### src/rtl/dsp_pkg.sv
// Constants, register map and field layout of the debug serial port
// What this block does
// - Receive character ready raises the receive transfer channel request
// - Transmit holding free raises the transmit transfer channel request
// - Transfer channel registers start at offset 0x100, handled outside
// - Transfer channel flags appear in status and can raise the interrupt
// - Mode bits 15:14 select normal, echo, local loop or remote loop
// - Echo mode copies serial input to output; transmitter hidden from pin
// - Local loop feeds transmitter into receiver, output pin held high
// - Remote loop wires input pin to output pin; receiver idle, transmitter still shifts off the pin
// - Debug channel read and write pending shown on status bits 31, 30
// - Two hard-wired identity registers; second reads zero without extension flag
// - First identity register holds constant extension, memory, set, ram, cpu, revision
// - Force tap reset bit holds tap reset low; resets to zero
// - Command bit 2 resets and disables receiver, aborting its character
// - Command bit 3 resets and disables transmitter, aborting its character
// - Enable bits 4 and 6 act only when matching disable is clear
// - Receiver disable at bit 5 lets a character in progress finish
// - Transmitter disable at bit 7 finishes shifting and holding characters first
// - Command bit 8 clears check bit, framing and overrun error flags
// - Mode bits 11:9 choose even, odd, zero, one or no check bit
// - Interrupt set register writes of one set mask bits
// - Interrupt clear register writes of one clear mask bits
// - Mask view reads enabled sources, resets to zero
// - Bit clock is master clock over sixteen times divisor; zero stops it
// - Ready flag set on character transfer, cleared by reading received character
// - Frame: low start, eight data bits LSB first, optional check, high stop
package dsp_pkg;
  localparam logic [7:0] OFF_COMMAND  = 8'h00;
  localparam logic [7:0] OFF_SETUP    = 8'h04;
  localparam logic [7:0] OFF_IRQ_SET  = 8'h08;
  localparam logic [7:0] OFF_IRQ_CLR  = 8'h0C;
  localparam logic [7:0] OFF_IRQ_MASK = 8'h10;
  localparam logic [7:0] OFF_FLAGS    = 8'h14;
  localparam logic [7:0] OFF_RX_CHAR  = 8'h18;
  localparam logic [7:0] OFF_TX_CHAR  = 8'h1C;
  localparam logic [7:0] OFF_DIVISOR  = 8'h20;
  localparam logic [7:0] OFF_ID       = 8'h40;
  localparam logic [7:0] OFF_ID_EXTRA = 8'h44;
  localparam logic [7:0] OFF_TAP_LOCK = 8'h48;
  localparam logic [8:0] OFF_CHANNEL  = 9'h100;
  localparam int CMD_RX_RST = 2;
  localparam int CMD_TX_RST = 3;
  localparam int CMD_RX_ON  = 4;
  localparam int CMD_RX_OFF = 5;
  localparam int CMD_TX_ON  = 6;
  localparam int CMD_TX_OFF = 7;
  localparam int CMD_ERR_CLR = 8;
  localparam int SETUP_MODE_LSB = 14;
  localparam int SETUP_CHK_LSB  = 9;
  localparam int FL_RX_READY  = 0;
  localparam int FL_TX_FREE   = 1;
  localparam int FL_RX_DONE   = 3;
  localparam int FL_TX_DONE   = 4;
  localparam int FL_OVERRUN   = 5;
  localparam int FL_FRAMING   = 6;
  localparam int FL_CHECK     = 7;
  localparam int FL_TX_IDLE   = 9;
  localparam int FL_TX_BUFE   = 11;
  localparam int FL_RX_BUFF   = 12;
  localparam int FL_DCC_WR    = 30;
  localparam int FL_DCC_RD    = 31;
  localparam logic [31:0] SRC_MASK   = 32'hC000_1AFB;
  localparam logic [31:0] RESET_ZERO = 32'h0000_0000;
  localparam logic [4:0] START_DET  = 5'h08;
  localparam logic [4:0] HALF_BIT   = 5'h08;
  localparam logic [4:0] FULL_BIT   = 5'h10;
  localparam logic [3:0] DATA_BITS  = 4'h8;
  // Arbitrary neutral identity value
  localparam logic [31:0] ID_VALUE   = 32'h8000_1234;
  localparam logic [31:0] ID_EXTRA   = 32'h0000_0001;
  typedef enum logic [1:0] {
    DSP_MODE_NORMAL = 2'b00,
    DSP_MODE_ECHO   = 2'b01,
    DSP_MODE_LOCAL  = 2'b10,
    DSP_MODE_REMOTE = 2'b11
  } dsp_mode_e;
  typedef enum logic [2:0] {
    DSP_PH_IDLE  = 3'b000,
    DSP_PH_START = 3'b001,
    DSP_PH_DATA  = 3'b010,
    DSP_PH_CHECK = 3'b011,
    DSP_PH_STOP  = 3'b100
  } dsp_phase_e;
endpackage : dsp_pkg

### src/rtl/dsp_debug_port.sv
// Debug serial port: register file, baud generator, receiver, transmitter, test modes
`timescale 1ns/1ps
`default_nettype none
module dsp_debug_port (
  input  wire logic                   clock_in,
  input  wire logic                   nrst_in,
  input  wire logic [7:0]             addr_in,
  input  wire logic [31:0]            wdata_in,
  input  wire logic                   write_in,
  input  wire logic                   read_in,
  output logic      [31:0]            rdata_out,
  input  wire logic                   serial_in_pin_in,
  output logic                        serial_out_pin_out,
  input  wire logic                   dcc_read_pending_in,
  input  wire logic                   dcc_write_pending_in,
  input  wire logic                   rx_channel_done_in,
  input  wire logic                   tx_channel_done_in,
  input  wire logic                   tx_channel_buffer_empty_in,
  input  wire logic                   rx_channel_buffer_full_in,
  output logic                        rx_channel_req_out,
  output logic                        tx_channel_req_out,
  output logic                        tap_reset_n_out,
  output logic                        irq_out
);
  import dsp_pkg::*;

  // ==========================================================
  // State
  typedef struct packed {
    logic [31:0] rdata;
    logic [15:0] setup;
    logic [15:0] divisor;
    logic [31:0] mask;
    logic        tap_lock;
    logic [15:0] div_cnt;
    logic [2:0]  sync;
    logic        rx_line;
    logic        rx_en;
    logic        rx_stop_pend;
    dsp_phase_e  rx_ph;
    logic [4:0]  rx_tick;
    logic [3:0]  rx_bit;
    logic [7:0]  rx_sh;
    logic        rx_par;
    logic [7:0]  rx_char;
    logic        rx_ready;
    logic        err_ovr;
    logic        err_frm;
    logic        err_chk;
    logic        tx_en;
    logic        tx_stop_pend;
    dsp_phase_e  tx_ph;
    logic [3:0]  tx_tick;
    logic [3:0]  tx_bit;
    logic [7:0]  tx_sh;
    logic        tx_par;
    logic [7:0]  tx_hold;
    logic        tx_hold_full;
    logic        tx_line;
    logic        out_pin;
  } dsp_state_s;

  dsp_state_s s_reg;
  dsp_state_s s_next;

  function automatic logic check_bit(input logic [2:0] kind, input logic [7:0] d);
    case (kind[1:0])
      2'b00:   check_bit = ^d;
      2'b01:   check_bit = ~(^d);
      2'b10:   check_bit = 1'b0;
      default: check_bit = 1'b1;
    endcase
  endfunction : check_bit

  logic [31:0] flags;
  logic        samp_en;
  logic        rx_src;
  logic        wr_cmd;
  logic        rx_done;
  logic [2:0]  chk_kind;
  dsp_mode_e   mode;

  assign mode     = dsp_mode_e'(s_reg.setup[SETUP_MODE_LSB +: 2]);
  assign chk_kind = s_reg.setup[SETUP_CHK_LSB +: 3];
  assign wr_cmd   = write_in && (addr_in == OFF_COMMAND);
  // Sample tick each divisor cycles, so a bit lasts sixteen of them
  assign samp_en  = (s_reg.divisor != 16'h0000) && (s_reg.div_cnt == 16'h0001);
  assign rx_src   = (mode == DSP_MODE_LOCAL) ? s_reg.tx_line : s_reg.rx_line;
  // Stop bit sampled now: a new character lands this cycle
  assign rx_done  = s_reg.rx_en && samp_en && (mode != DSP_MODE_REMOTE) &&
                    (s_reg.rx_ph == DSP_PH_STOP) && (s_reg.rx_tick == FULL_BIT);

  always_comb begin
    flags = RESET_ZERO;
    flags[FL_RX_READY] = s_reg.rx_ready;
    flags[FL_TX_FREE]  = s_reg.tx_en && !s_reg.tx_hold_full;
    flags[FL_RX_DONE]  = rx_channel_done_in;
    flags[FL_TX_DONE]  = tx_channel_done_in;
    flags[FL_OVERRUN]  = s_reg.err_ovr;
    flags[FL_FRAMING]  = s_reg.err_frm;
    flags[FL_CHECK]    = s_reg.err_chk;
    flags[FL_TX_IDLE]  = s_reg.tx_en && !s_reg.tx_hold_full && (s_reg.tx_ph == DSP_PH_IDLE);
    flags[FL_TX_BUFE]  = tx_channel_buffer_empty_in;
    flags[FL_RX_BUFF]  = rx_channel_buffer_full_in;
    flags[FL_DCC_WR]   = dcc_write_pending_in;
    flags[FL_DCC_RD]   = dcc_read_pending_in;
  end

  // ==========================================================
  // Next state
  always_comb begin
    s_next = s_reg;
    s_next.sync    = {s_reg.sync[1:0], serial_in_pin_in};
    // Line changes only once the last two stages agree
    if (s_reg.sync[2] == s_reg.sync[1]) begin
      s_next.rx_line = s_reg.sync[2];
    end
    s_next.div_cnt = samp_en ? s_reg.divisor :
                     (s_reg.div_cnt == 16'h0000 ? s_reg.divisor : s_reg.div_cnt - 16'h0001);
    s_next.rdata = RESET_ZERO;

    // ---- Register reads
    if (read_in) begin
      if (addr_in == OFF_SETUP) begin
        s_next.rdata = {16'h0000, s_reg.setup};
      end else if (addr_in == OFF_IRQ_MASK) begin
        s_next.rdata = s_reg.mask;
      end else if (addr_in == OFF_FLAGS) begin
        s_next.rdata = flags;
      end else if (addr_in == OFF_RX_CHAR) begin
        s_next.rdata    = {24'h00_0000, s_reg.rx_char};
        s_next.rx_ready = 1'b0;
      end else if (addr_in == OFF_DIVISOR) begin
        s_next.rdata = {16'h0000, s_reg.divisor};
      end else if (addr_in == OFF_ID) begin
        s_next.rdata = ID_VALUE;
      end else if (addr_in == OFF_ID_EXTRA) begin
        s_next.rdata = ID_VALUE[31] ? ID_EXTRA : RESET_ZERO;
      end else if (addr_in == OFF_TAP_LOCK) begin
        s_next.rdata = {31'h0000_0000, s_reg.tap_lock};
      end else begin
        s_next.rdata = RESET_ZERO;
      end
    end

    // ---- Register writes
    if (write_in) begin
      if (addr_in == OFF_SETUP) begin
        s_next.setup = wdata_in[15:0] & 16'hCE00;
      end else if (addr_in == OFF_IRQ_SET) begin
        s_next.mask = s_reg.mask | (wdata_in & SRC_MASK);
      end else if (addr_in == OFF_IRQ_CLR) begin
        s_next.mask = s_reg.mask & ~wdata_in;
      end else if (addr_in == OFF_DIVISOR) begin
        s_next.divisor = wdata_in[15:0];
      end else if (addr_in == OFF_TAP_LOCK) begin
        s_next.tap_lock = wdata_in[0];
      end else if (addr_in == OFF_TX_CHAR && s_reg.tx_en) begin
        s_next.tx_hold      = wdata_in[7:0];
        s_next.tx_hold_full = 1'b1;
      end
    end

    // Clear ahead of the receiver, so an error raised in the same cycle survives
    if (wr_cmd && wdata_in[CMD_ERR_CLR]) begin
      s_next.err_ovr = 1'b0;
      s_next.err_frm = 1'b0;
      s_next.err_chk = 1'b0;
    end

    // ---- Receiver
    if (s_reg.rx_en && samp_en && mode != DSP_MODE_REMOTE) begin
      s_next.rx_tick = s_reg.rx_tick + 5'h01;
      case (s_reg.rx_ph)
        DSP_PH_IDLE: begin
          s_next.rx_tick = 5'h00;
          if (s_reg.rx_stop_pend) begin
            s_next.rx_en        = 1'b0;
            s_next.rx_stop_pend = 1'b0;
          end else if (!rx_src) begin
            s_next.rx_ph   = DSP_PH_START;
            s_next.rx_tick = 5'h01;
          end
        end
        DSP_PH_START: begin
          if (rx_src) begin
            s_next.rx_ph = DSP_PH_IDLE;
          end else if (s_reg.rx_tick == START_DET) begin
            s_next.rx_ph   = DSP_PH_DATA;
            s_next.rx_tick = HALF_BIT - FULL_BIT + START_DET + 5'h01;
            s_next.rx_bit  = 4'h0;
          end
        end
        DSP_PH_DATA: begin
          if (s_reg.rx_tick == FULL_BIT) begin
            s_next.rx_tick = 5'h01;
            s_next.rx_sh   = {rx_src, s_reg.rx_sh[7:1]};
            s_next.rx_bit  = s_reg.rx_bit + 4'h1;
            if (s_reg.rx_bit == DATA_BITS - 4'h1) begin
              s_next.rx_ph = chk_kind[2] ? DSP_PH_STOP : DSP_PH_CHECK;
            end
          end
        end
        DSP_PH_CHECK: begin
          if (s_reg.rx_tick == FULL_BIT) begin
            s_next.rx_tick = 5'h01;
            s_next.rx_par  = rx_src;
            s_next.rx_ph   = DSP_PH_STOP;
          end
        end
        default: begin
          if (s_reg.rx_tick == FULL_BIT) begin
            s_next.rx_ph    = DSP_PH_IDLE;
            s_next.rx_char  = s_reg.rx_sh;
            s_next.rx_ready = 1'b1;
            if (s_reg.rx_ready) s_next.err_ovr = 1'b1;
            if (!rx_src) s_next.err_frm = 1'b1;
            if (!chk_kind[2] && s_reg.rx_par != check_bit(chk_kind, s_reg.rx_sh)) begin
              s_next.err_chk = 1'b1;
            end
          end
        end
      endcase
    end

    // ---- Transmitter
    if (s_reg.tx_en && samp_en) begin
      s_next.tx_tick = s_reg.tx_tick + 4'h1;
      if (s_reg.tx_tick == 4'hF) begin
        case (s_reg.tx_ph)
          DSP_PH_START: begin
            s_next.tx_ph   = DSP_PH_DATA;
            s_next.tx_line = s_reg.tx_sh[0];
            s_next.tx_bit  = 4'h1;
          end
          DSP_PH_DATA: begin
            if (s_reg.tx_bit == DATA_BITS) begin
              s_next.tx_ph   = chk_kind[2] ? DSP_PH_STOP : DSP_PH_CHECK;
              s_next.tx_line = chk_kind[2] ? 1'b1 : s_reg.tx_par;
            end else begin
              s_next.tx_line = s_reg.tx_sh[s_reg.tx_bit[2:0]];
              s_next.tx_bit  = s_reg.tx_bit + 4'h1;
            end
          end
          DSP_PH_CHECK: begin
            s_next.tx_ph   = DSP_PH_STOP;
            s_next.tx_line = 1'b1;
          end
          default: s_next.tx_ph = DSP_PH_IDLE;
        endcase
      end
      if (s_reg.tx_ph == DSP_PH_IDLE) begin
        s_next.tx_tick = 4'h0;
        if (s_reg.tx_hold_full) begin
          s_next.tx_sh        = s_reg.tx_hold;
          s_next.tx_par       = check_bit(chk_kind, s_reg.tx_hold);
          // A write in this very cycle refills the holding register
          s_next.tx_hold_full = write_in && (addr_in == OFF_TX_CHAR);
          s_next.tx_ph        = DSP_PH_START;
          s_next.tx_line      = 1'b0;
        end else if (s_reg.tx_stop_pend) begin
          s_next.tx_en        = 1'b0;
          s_next.tx_stop_pend = 1'b0;
        end
      end
    end

    // ---- Commands; disable beats enable, reset beats all
    if (wr_cmd) begin
      if (wdata_in[CMD_RX_ON] && !wdata_in[CMD_RX_OFF]) begin
        s_next.rx_en        = 1'b1;
        s_next.rx_stop_pend = 1'b0;
      end
      if (wdata_in[CMD_RX_OFF]) begin
        if (s_reg.rx_ph == DSP_PH_IDLE) s_next.rx_en = 1'b0;
        else s_next.rx_stop_pend = s_reg.rx_en;
      end
      if (wdata_in[CMD_TX_ON] && !wdata_in[CMD_TX_OFF]) begin
        s_next.tx_en        = 1'b1;
        s_next.tx_stop_pend = 1'b0;
      end
      if (wdata_in[CMD_TX_OFF]) begin
        if (s_reg.tx_ph == DSP_PH_IDLE && !s_reg.tx_hold_full) s_next.tx_en = 1'b0;
        else s_next.tx_stop_pend = s_reg.tx_en;
      end
      if (wdata_in[CMD_RX_RST]) begin
        s_next.rx_en        = 1'b0;
        s_next.rx_stop_pend = 1'b0;
        s_next.rx_ph        = DSP_PH_IDLE;
        s_next.rx_ready     = 1'b0;
      end
      if (wdata_in[CMD_TX_RST]) begin
        s_next.tx_en        = 1'b0;
        s_next.tx_stop_pend = 1'b0;
        s_next.tx_ph        = DSP_PH_IDLE;
        s_next.tx_hold_full = 1'b0;
        s_next.tx_line      = 1'b1;
      end
    end

    // ---- Output pin routing
    case (mode)
      DSP_MODE_ECHO:   s_next.out_pin = s_reg.rx_line;
      DSP_MODE_LOCAL:  s_next.out_pin = 1'b1;
      DSP_MODE_REMOTE: s_next.out_pin = s_reg.rx_line;
      default:         s_next.out_pin = s_reg.tx_line;
    endcase
  end

  always_ff @(posedge clock_in) begin
    if (!nrst_in) begin
      s_reg              <= '0;
      s_reg.sync         <= 3'b111;
      s_reg.rx_line      <= 1'b1;
      s_reg.tx_line      <= 1'b1;
      s_reg.out_pin      <= 1'b1;
      s_reg.rx_ph        <= DSP_PH_IDLE;
      s_reg.tx_ph        <= DSP_PH_IDLE;
    end else begin
      s_reg <= s_next;
    end
  end

  // ==========================================================
  // Outputs
  assign rdata_out          = s_reg.rdata;
  assign serial_out_pin_out = s_reg.out_pin;
  assign rx_channel_req_out = flags[FL_RX_READY];
  assign tx_channel_req_out = flags[FL_TX_FREE];
  assign tap_reset_n_out    = !s_reg.tap_lock;
  assign irq_out            = |(flags & s_reg.mask);

  // ==========================================================
  // Assertions
  property p_irq_gate;
    @(posedge clock_in) disable iff (!nrst_in)
      (s_reg.mask[FL_DCC_RD] && dcc_read_pending_in) ||
      (s_reg.mask[FL_DCC_WR] && dcc_write_pending_in) |-> irq_out;
  endproperty
  a_irq_gate: assert property (p_irq_gate) else $error("irq mismatch");

  property p_mask_set;
    @(posedge clock_in) disable iff (!nrst_in)
      write_in && addr_in == OFF_IRQ_SET && wdata_in[FL_DCC_RD] |=> s_reg.mask[FL_DCC_RD];
  endproperty
  a_mask_set: assert property (p_mask_set) else $error("mask not set");

  property p_mask_clr;
    @(posedge clock_in) disable iff (!nrst_in)
      write_in && addr_in == OFF_IRQ_CLR && wdata_in[FL_RX_READY] |=> !s_reg.mask[FL_RX_READY];
  endproperty
  a_mask_clr: assert property (p_mask_clr) else $error("mask not cleared");

  property p_rx_read_clear;
    @(posedge clock_in) disable iff (!nrst_in)
      read_in && addr_in == OFF_RX_CHAR && !rx_done |=> !rx_channel_req_out;
  endproperty
  a_rx_read_clear: assert property (p_rx_read_clear) else $error("ready stuck");

  property p_tap;
    @(posedge clock_in) disable iff (!nrst_in)
      write_in && addr_in == OFF_TAP_LOCK && wdata_in[0] |=> !tap_reset_n_out;
  endproperty
  a_tap: assert property (p_tap) else $error("tap reset not held");

  property p_local_high;
    @(posedge clock_in) disable iff (!nrst_in)
      mode == DSP_MODE_LOCAL ##1 mode == DSP_MODE_LOCAL |-> serial_out_pin_out;
  endproperty
  a_local_high: assert property (p_local_high) else $error("local loop pin low");

  property p_err_clr;
    @(posedge clock_in) disable iff (!nrst_in)
      wr_cmd && wdata_in[CMD_ERR_CLR] && !rx_done |=> !s_reg.err_frm && !s_reg.err_chk;
  endproperty
  a_err_clr: assert property (p_err_clr) else $error("errors not cleared");

  property p_rx_rst;
    @(posedge clock_in) disable iff (!nrst_in)
      wr_cmd && wdata_in[CMD_RX_RST] |=> !s_reg.rx_en && s_reg.rx_ph == DSP_PH_IDLE;
  endproperty
  a_rx_rst: assert property (p_rx_rst) else $error("receiver not reset");

  property p_tx_rst;
    @(posedge clock_in) disable iff (!nrst_in)
      wr_cmd && wdata_in[CMD_TX_RST] |=> !s_reg.tx_en ##1 serial_out_pin_out || mode != DSP_MODE_NORMAL;
  endproperty
  a_tx_rst: assert property (p_tx_rst) else $error("transmitter not reset");

  property p_en_dis;
    @(posedge clock_in) disable iff (!nrst_in)
      wr_cmd && wdata_in[CMD_TX_ON] && wdata_in[CMD_TX_OFF] && !s_reg.tx_en |=> !s_reg.tx_en;
  endproperty
  a_en_dis: assert property (p_en_dis) else $error("disable lost");

  c_rx_char: cover property (@(posedge clock_in) disable iff (!nrst_in) $rose(s_reg.rx_ready));
  c_tx_start: cover property (@(posedge clock_in) disable iff (!nrst_in)
    s_reg.tx_ph == DSP_PH_START);
  c_echo: cover property (@(posedge clock_in) disable iff (!nrst_in) mode == DSP_MODE_ECHO);
  c_overrun: cover property (@(posedge clock_in) disable iff (!nrst_in) $rose(s_reg.err_ovr));
endmodule : dsp_debug_port
`default_nettype wire

### config.mk
export PLATFORM = sky130hd
export DESIGN_NAME = dsp_debug_port
export DESIGN_NICKNAME = d
export VERILOG_FILES = /design/src/rtl/dsp_pkg.sv /design/src/rtl/dsp_debug_port.sv
export SDC_FILE = /design/constraint.sdc
export NUM_CORES = 1
export LEC_CHECK = 0
export ABC_AREA = 0
export BUFFER_PORTS_ARGS = -buffer_cell sky130_fd_sc_hd__clkbuf_2
export CAP_MARGIN = 0
export CORE_AREA = 2 2 115 117
export CTS_CLUSTER_SIZE = 28
export DETAILED_ROUTE_END_ITERATION = 16
export DIE_AREA = 0 0 117 119
export GPL_TIMING_DRIVEN = 0
export PLACE_DENSITY = 0.84
export SYNTH_ARGS = -nofsm -noshare
export SYNTH_HDL_FRONTEND = slang
export SYNTH_SLANG_ARGS = --single-unit
### constraint.sdc
create_clock -name clock_in -period 7.5 [get_ports clock_in]
set_input_delay 1.5 -clock clock_in [delete_from_list [all_inputs] [get_ports clock_in]]
set_output_delay 1.5 -clock clock_in [all_outputs]
set_load 0.1 [all_outputs]
==> impl_metrics.toml, run 1 <==
[clock_network]
cts_buffer_depth = 2
numCtsBuffers = 17
hold_buffers = 0
cts_tree = "yes"
cts.sinks = 174
cts-htree-levels = 4
post_cts_buffers = 0
insertion_delay_ns = 0.43
cts-root-buf = "clkbuf_16"
path_clk_slew_ns = 0.06
cts_resized = 0

[die]
die_area_um2 = 13900
die_h_um = 119
start_util = 0.611
die_w_um = 117
boundaryPins = 88
rows = 42
core_area_um2 = 12900

[drt]
vias = 7373
drtPass1Iterations = 8
drc = 0
wirelength_um = 21700
drtIter0Drc = 837
viasPerCell = 5.98
wl_per_cell_um = 17.6
drt.antenna.violating_nets = 0

[setup_path]
reg2reg_slack_ns = 4.72
cp_max_fo = 10
cp.arrival_ns = 2.78
worstPathRequired_ns = 6.00
reg2reg_depth = 7
r2r_end = "s_reg[23]"
worst_setup_path_end_kind = "output port"
startpoint_type = "flop"
r2r_start = "s_reg[87]"
critPathKind = "reg2out"

[finish]
largest_register_ffs = 118
antennaDiodeCount = 0
area_growth_pct = 16.0
finalNetCount = 1104
drive_gt1_frac = 0.152

[timing]
slew_headroom = 0.244
tightestPinTransition_ns = 1.13
rsz0062_at_grt = "no"
drv_slew = 0
final_hold_viol_count = 0
tns_ns = 0
setup_violations = 0
final.period_utilization = 0.571
setup_ws_ns = 3.22
worst_clock_skew_ns = 0.00799
fin_crit_ns = 4.28
clock.fmax_mhz = 234

[global_routing]
gr-usage-met1 = 0.418
grt_usage = 0.323
grt_remaining_overflow = 0
grt_pass1_vias = 6918
grt_max_degree = 17
grt_antenna_before_repair = 0
grt-busiest-layer = "met2"
grt_pass1_wl_um = 34900
grt_use_met3 = 0.0662
use_met2 = 0.525

[synth]
synth_most_common_cell = "dfxtp_1"
ys_seq_elements = 174
seq_area_frac_synth = 0.443
synth_edf_count = 0
synthTopCellsByArea = "dfxtp_1, a21oi_1, nand2_1"
synth_area_um2 = 7870
synthCells = 943
syn_avg_cell_area_um2 = 8.34
yosysTopAreaCell = "dfxtp_1"
synth_nets = 1003
synthFlopType = "dfxtp_1"
async_reset_ff_frac = 0
synth_cell_types = 62
synth_top_area_frac = 0.443
yosysWarningCount = 0
synth.top_cells.by_count = "dfxtp_1, nand2_1, a21oi_1"

[power]
power_density_nw_per_um2 = 248
leakagePower_nw = 3.42
totalPowerFinal_w = 0.00227
peakVddDrop_uv = 160

[min_path]
min_to = "s_next[71]"
min_path_cells = 1
hp-class = "reg2reg"
hp-start = "s_next[70]"

[placed_design]
port_buffers = 82
dp_hpwl_um = 15800
place.gp.congestion = 1.00
pre_cts_ws_ns = 3.30

[run_status]
status = "finished, final reports clean"

[flow_run]
drv_cap = 0
==> metrics by stage <==
step / util / instance area, um2 / cells / hold slack (ns)
2_1_floorplan: - / 7870 / 943 / 0.386
3_3_place_gp: 0.660 / 8500 / 1201 / 0.388
3_5_place_dp: 0.660 / 8500 / 1201 / 0.395
4_1_cts: 0.709 / 9130 / 1232 / 0.410
5_1_grt: 0.709 / 9130 / 1232 / 0.440
6_report: 0.709 / 9130 / 1232 / 0.410
==> layer usage <==
metal	vias to the layer above	part of all wire	wire, um
met5	-	0	0
met4	0	0.038	823
met3	67	0.096	2090
met2	388	0.47	10200
met1	3400	0.40	8610
li1	3518	-	-
==> kinds of logic (layout without fill, tap and decap cells) <==
| logic type | Yosys count | after routing | synth area share |
|---|---|---|---|
| flops | 174 | 174 | 0.443 |
| simple gates | 374 | 374 | 0.231 |
| fa+ha+maj | 9 | 9 | 0.0143 |
| mux | 21 | 21 | 0.0301 |
| compound gates | 230 | 230 | 0.181 |
| buf+inv | 103 | 216 | 0.0657 |
| xor+xnor | 32 | 32 | 0.0356 |
==> layout by cell type (no fill, tap or decap), types with 20 or more instances in the layout <==
cell,n
dfxtp_1,174
nor2_1,83
xnor2_1,25
buf_4,32
o21ai_0,30
nor3_1,22
clkbuf_2,82
a21oi_1,113
nand3_1,20
clkbuf_1,53
nand2_1,140
==> worst max-delay path by stage <==
stage	start	endpoint	slack [ns]	depth (start not counted)
CTS	s_reg[28]	irq_out	3.29	6
floorplan	rx_channel_buffer_full_in	irq_out	3.13	4
finish	s_reg[28]	irq_out	3.22	6
detailed placement	rx_channel_buffer_full_in	irq_out	3.30	6
global route	s_reg[28]	irq_out	3.13	6
global placement	rx_channel_buffer_full_in	irq_out	3.27	6
==> report_power, final <==
group	switching [W]	leakage, nW	total (W)	internal, W
registers	0.0000353	1.40	0.000999	0.000964
clock network	0.000356	0.301	0.000938	0.000581
logic	0.000195	1.72	0.000332	0.000137
==> area by class of cell <==
cell class,count,area (um2)
multi-input cells,666,3870
fillers,1020,3740
flip-flops and latches,174,3480
clock buffers,21,470
plain buffers,88,460
repair buffers,82,410
well taps,176,220
clock inverters,10,161
inverters,15,56.3
==> worst max-delay path, cell delays in order, from the launching register on <==
cell and delay, ns:
dfxtp_1 0.30, clkbuf_1 0.19, nor3_1 0.94, a21o_1 0.23, nand2_1 0.06, nand4_1 0.15
clkbuf_2 0.49
(Power assumes the default switching activity.)
==> run 2: changes to the inputs <==
--- a/config.mk
+++ b/config.mk
@@ -8,12 +8,12 @@
 export ABC_AREA = 0
 export BUFFER_PORTS_ARGS = -buffer_cell sky130_fd_sc_hd__clkbuf_2
 export CAP_MARGIN = 0
-export CORE_AREA = 2 2 115 117
+export CORE_AREA = 2 2 125 127
 export CTS_CLUSTER_SIZE = 28
 export DETAILED_ROUTE_END_ITERATION = 16
-export DIE_AREA = 0 0 117 119
+export DIE_AREA = 0 0 127 129
 export GPL_TIMING_DRIVEN = 0
-export PLACE_DENSITY = 0.84
+export PLACE_DENSITY = 0.75
 export SYNTH_ARGS = -nofsm -noshare
 export SYNTH_HDL_FRONTEND = slang
 export SYNTH_SLANG_ARGS = --single-unit
==> constraint.sdc (replaced) <==
create_clock -name clock_in -period 3.9 [get_ports clock_in]
set_input_delay 0.78 -clock clock_in [delete_from_list [all_inputs] [get_ports clock_in]]
set_output_delay 0.78 -clock clock_in [all_outputs]
set_load 0.1 [all_outputs]
==> run 2 against run 1 <==
  * Sequential power grew 92%
  * Sequential share of layout area about the same
  * Core utilization shrank 9.9 points
  * First-iteration DRC count is 19% lower
  * Clock-buffer cell count is 3 lower
  * Largest power group unchanged
  * Hold slack lost 0.00094 ns
==> impl_metrics.toml, run 2 (synthesis gave the netlist of run 1 again) <==
[power]
power_density_nw_per_um2 = 478
leakagePower_nw = 3.41
peakVddDrop_uv = 276

[placed_design]
dp_hpwl_um = 16100
pre_cts_ws_ns = 0.429
place.gp.congestion = 0.935
port_buffers = 82

[setup_path]
cp.depth = 6
crit_family = "simple AND/OR/NAND/NOR gates"
worstPathRequired_ns = 3.12
worst_setup_path_end_kind = "output port"
cp_slowest_stage_delay_ns = 0.88
cp_cell_sequence = "clkbuf_1, nor3_1, a21o_1, nand2_1, nand4_1, clkbuf_2"
reg2reg_depth = 7
crit_buf_inv = 2
critPathKind = "reg2out"
startpoint_type = "flop"
cp_slowest_cell = "nor3_1"
cp_max_fo = 10
cp.arrival_ns = 2.73

[timing]
rsz0062_at_grt = "no"
final_hold_viol_count = 0
fin_crit_ns = 3.51
tns_ns = 0
clock.fmax_mhz = 285
setup_ws_ns = 0.389
setup_violations = 0
tightestPinTransition_ns = 1.04
slew_headroom = 0.304
worst_clock_skew_ns = 0.00962
final.period_utilization = 0.900
drv_slew = 0

[die]
boundaryPins = 88
die_w_um = 127
core_area_um2 = 15000
die_h_um = 129
die_area_um2 = 16400
start_util = 0.525
rows = 45

[finish]
largest_register_ffs = 118
area_growth_pct = 16.2
num-fill-cells = 1316
mostFrequentLayoutCell = "dfxtp_1"
multi_input_comb_area_um2 = 3870
finalNetCount = 1104
antennaDiodeCount = 0
drive_gt1_frac = 0.153
seq_area_um2 = 3480
layout_common_cells = "dfxtp_1, nand2_1, a21oi_1"

[min_path]
hp-class = "reg2reg"
min_path_cells = 1

[clock_network]
numCtsBuffers = 17
path_clk_slew_ns = 0.06
cts_buffer_depth = 2
hold_buffers = 0
cts_tree = "yes"
cts-htree-levels = 4
post_cts_buffers = 0
insertion_delay_ns = 0.44
cts_resized = 0
cts.sinks = 174
cts-root-buf = "clkbuf_16"

[global_routing]
grt_pass1_wl_um = 34400
grt_antenna_before_repair = 1
grt_usage = 0.272
grt_remaining_overflow = 0
grt_pass1_vias = 6556
grt_max_degree = 17

[flow_run]
drv_cap = 0

[drt]
vias = 7329
viasPerCell = 5.90
drtIter0Drc = 681
wirelength_um = 22000
drt.antenna.violating_nets = 0
drc = 0
drtPass1Iterations = 8
wl_per_cell_um = 17.7

[run_status]
status = "finished, final reports clean"
[run 2: report_power, final]
group	internal [W]	switching (W)
clock	0.00109	0.000721
sequential	0.00185	0.0000667
combinational	0.000263	0.000376
[run 2: layout make-up]
cell class,instances,area share
multi-input combinational,666,0.423
sequential,174,0.381
buffer,88,0.0504
clock buffer,18,0.0480
timing repair buffer,82,0.0449
tap,188,0.0257
clock inverter,12,0.0205
inverter,15,0.00616
[run 2: worst paths after layout]
path,start,endpoint,slack (ns)
setup / recovery,s_reg[28],irq_out,0.39
hold / removal,s_next[70],s_next[71],0.41
setup reg to reg,s_reg[87],s_reg[23],1.06
hold reg to reg,s_next[70],s_next[71],0.41
[run 2: through the flow]
stage | hold slack (ns) | total power [W] | std cells | cell area [um2] | utilization
6_report | 0.409 | 0.00437 | 1243 | 9140 | 0.610
5_1_grt | 0.442 | 0.00453 | 1243 | 9140 | 0.610
4_1_cts | 0.410 | 0.00437 | 1243 | 9140 | 0.610
3_5_place_dp | 0.395 | 0.00258 | 1213 | 8510 | 0.569
3_3_place_gp | 0.390 | 0.00258 | 1213 | 8510 | 0.569
2_1_floorplan | 0.386 | 0.00242 | 943 | 7870 | -
[run 2: worst reg2reg max path, stage by stage (launching register included)]
cell and delay, ns:
dfxtp_1 0.32, or4_1 0.60, nor4_4 0.57, nand3_2 0.17
or2_1 0.27, buf_6 0.14, or4_1 0.53, a21oi_1 0.17
[run 2: routing by layer]
metal | track usage | vias to the layer above | share of wire
li1 | - | 3500 | -
met4 | 0.125 | 0 | 0.040
met2 | 0.433 | 395 | 0.45
met5 | 0 | - | 0
met1 | 0.358 | 3375 | 0.41
met3 | 0.0578 | 59 | 0.097
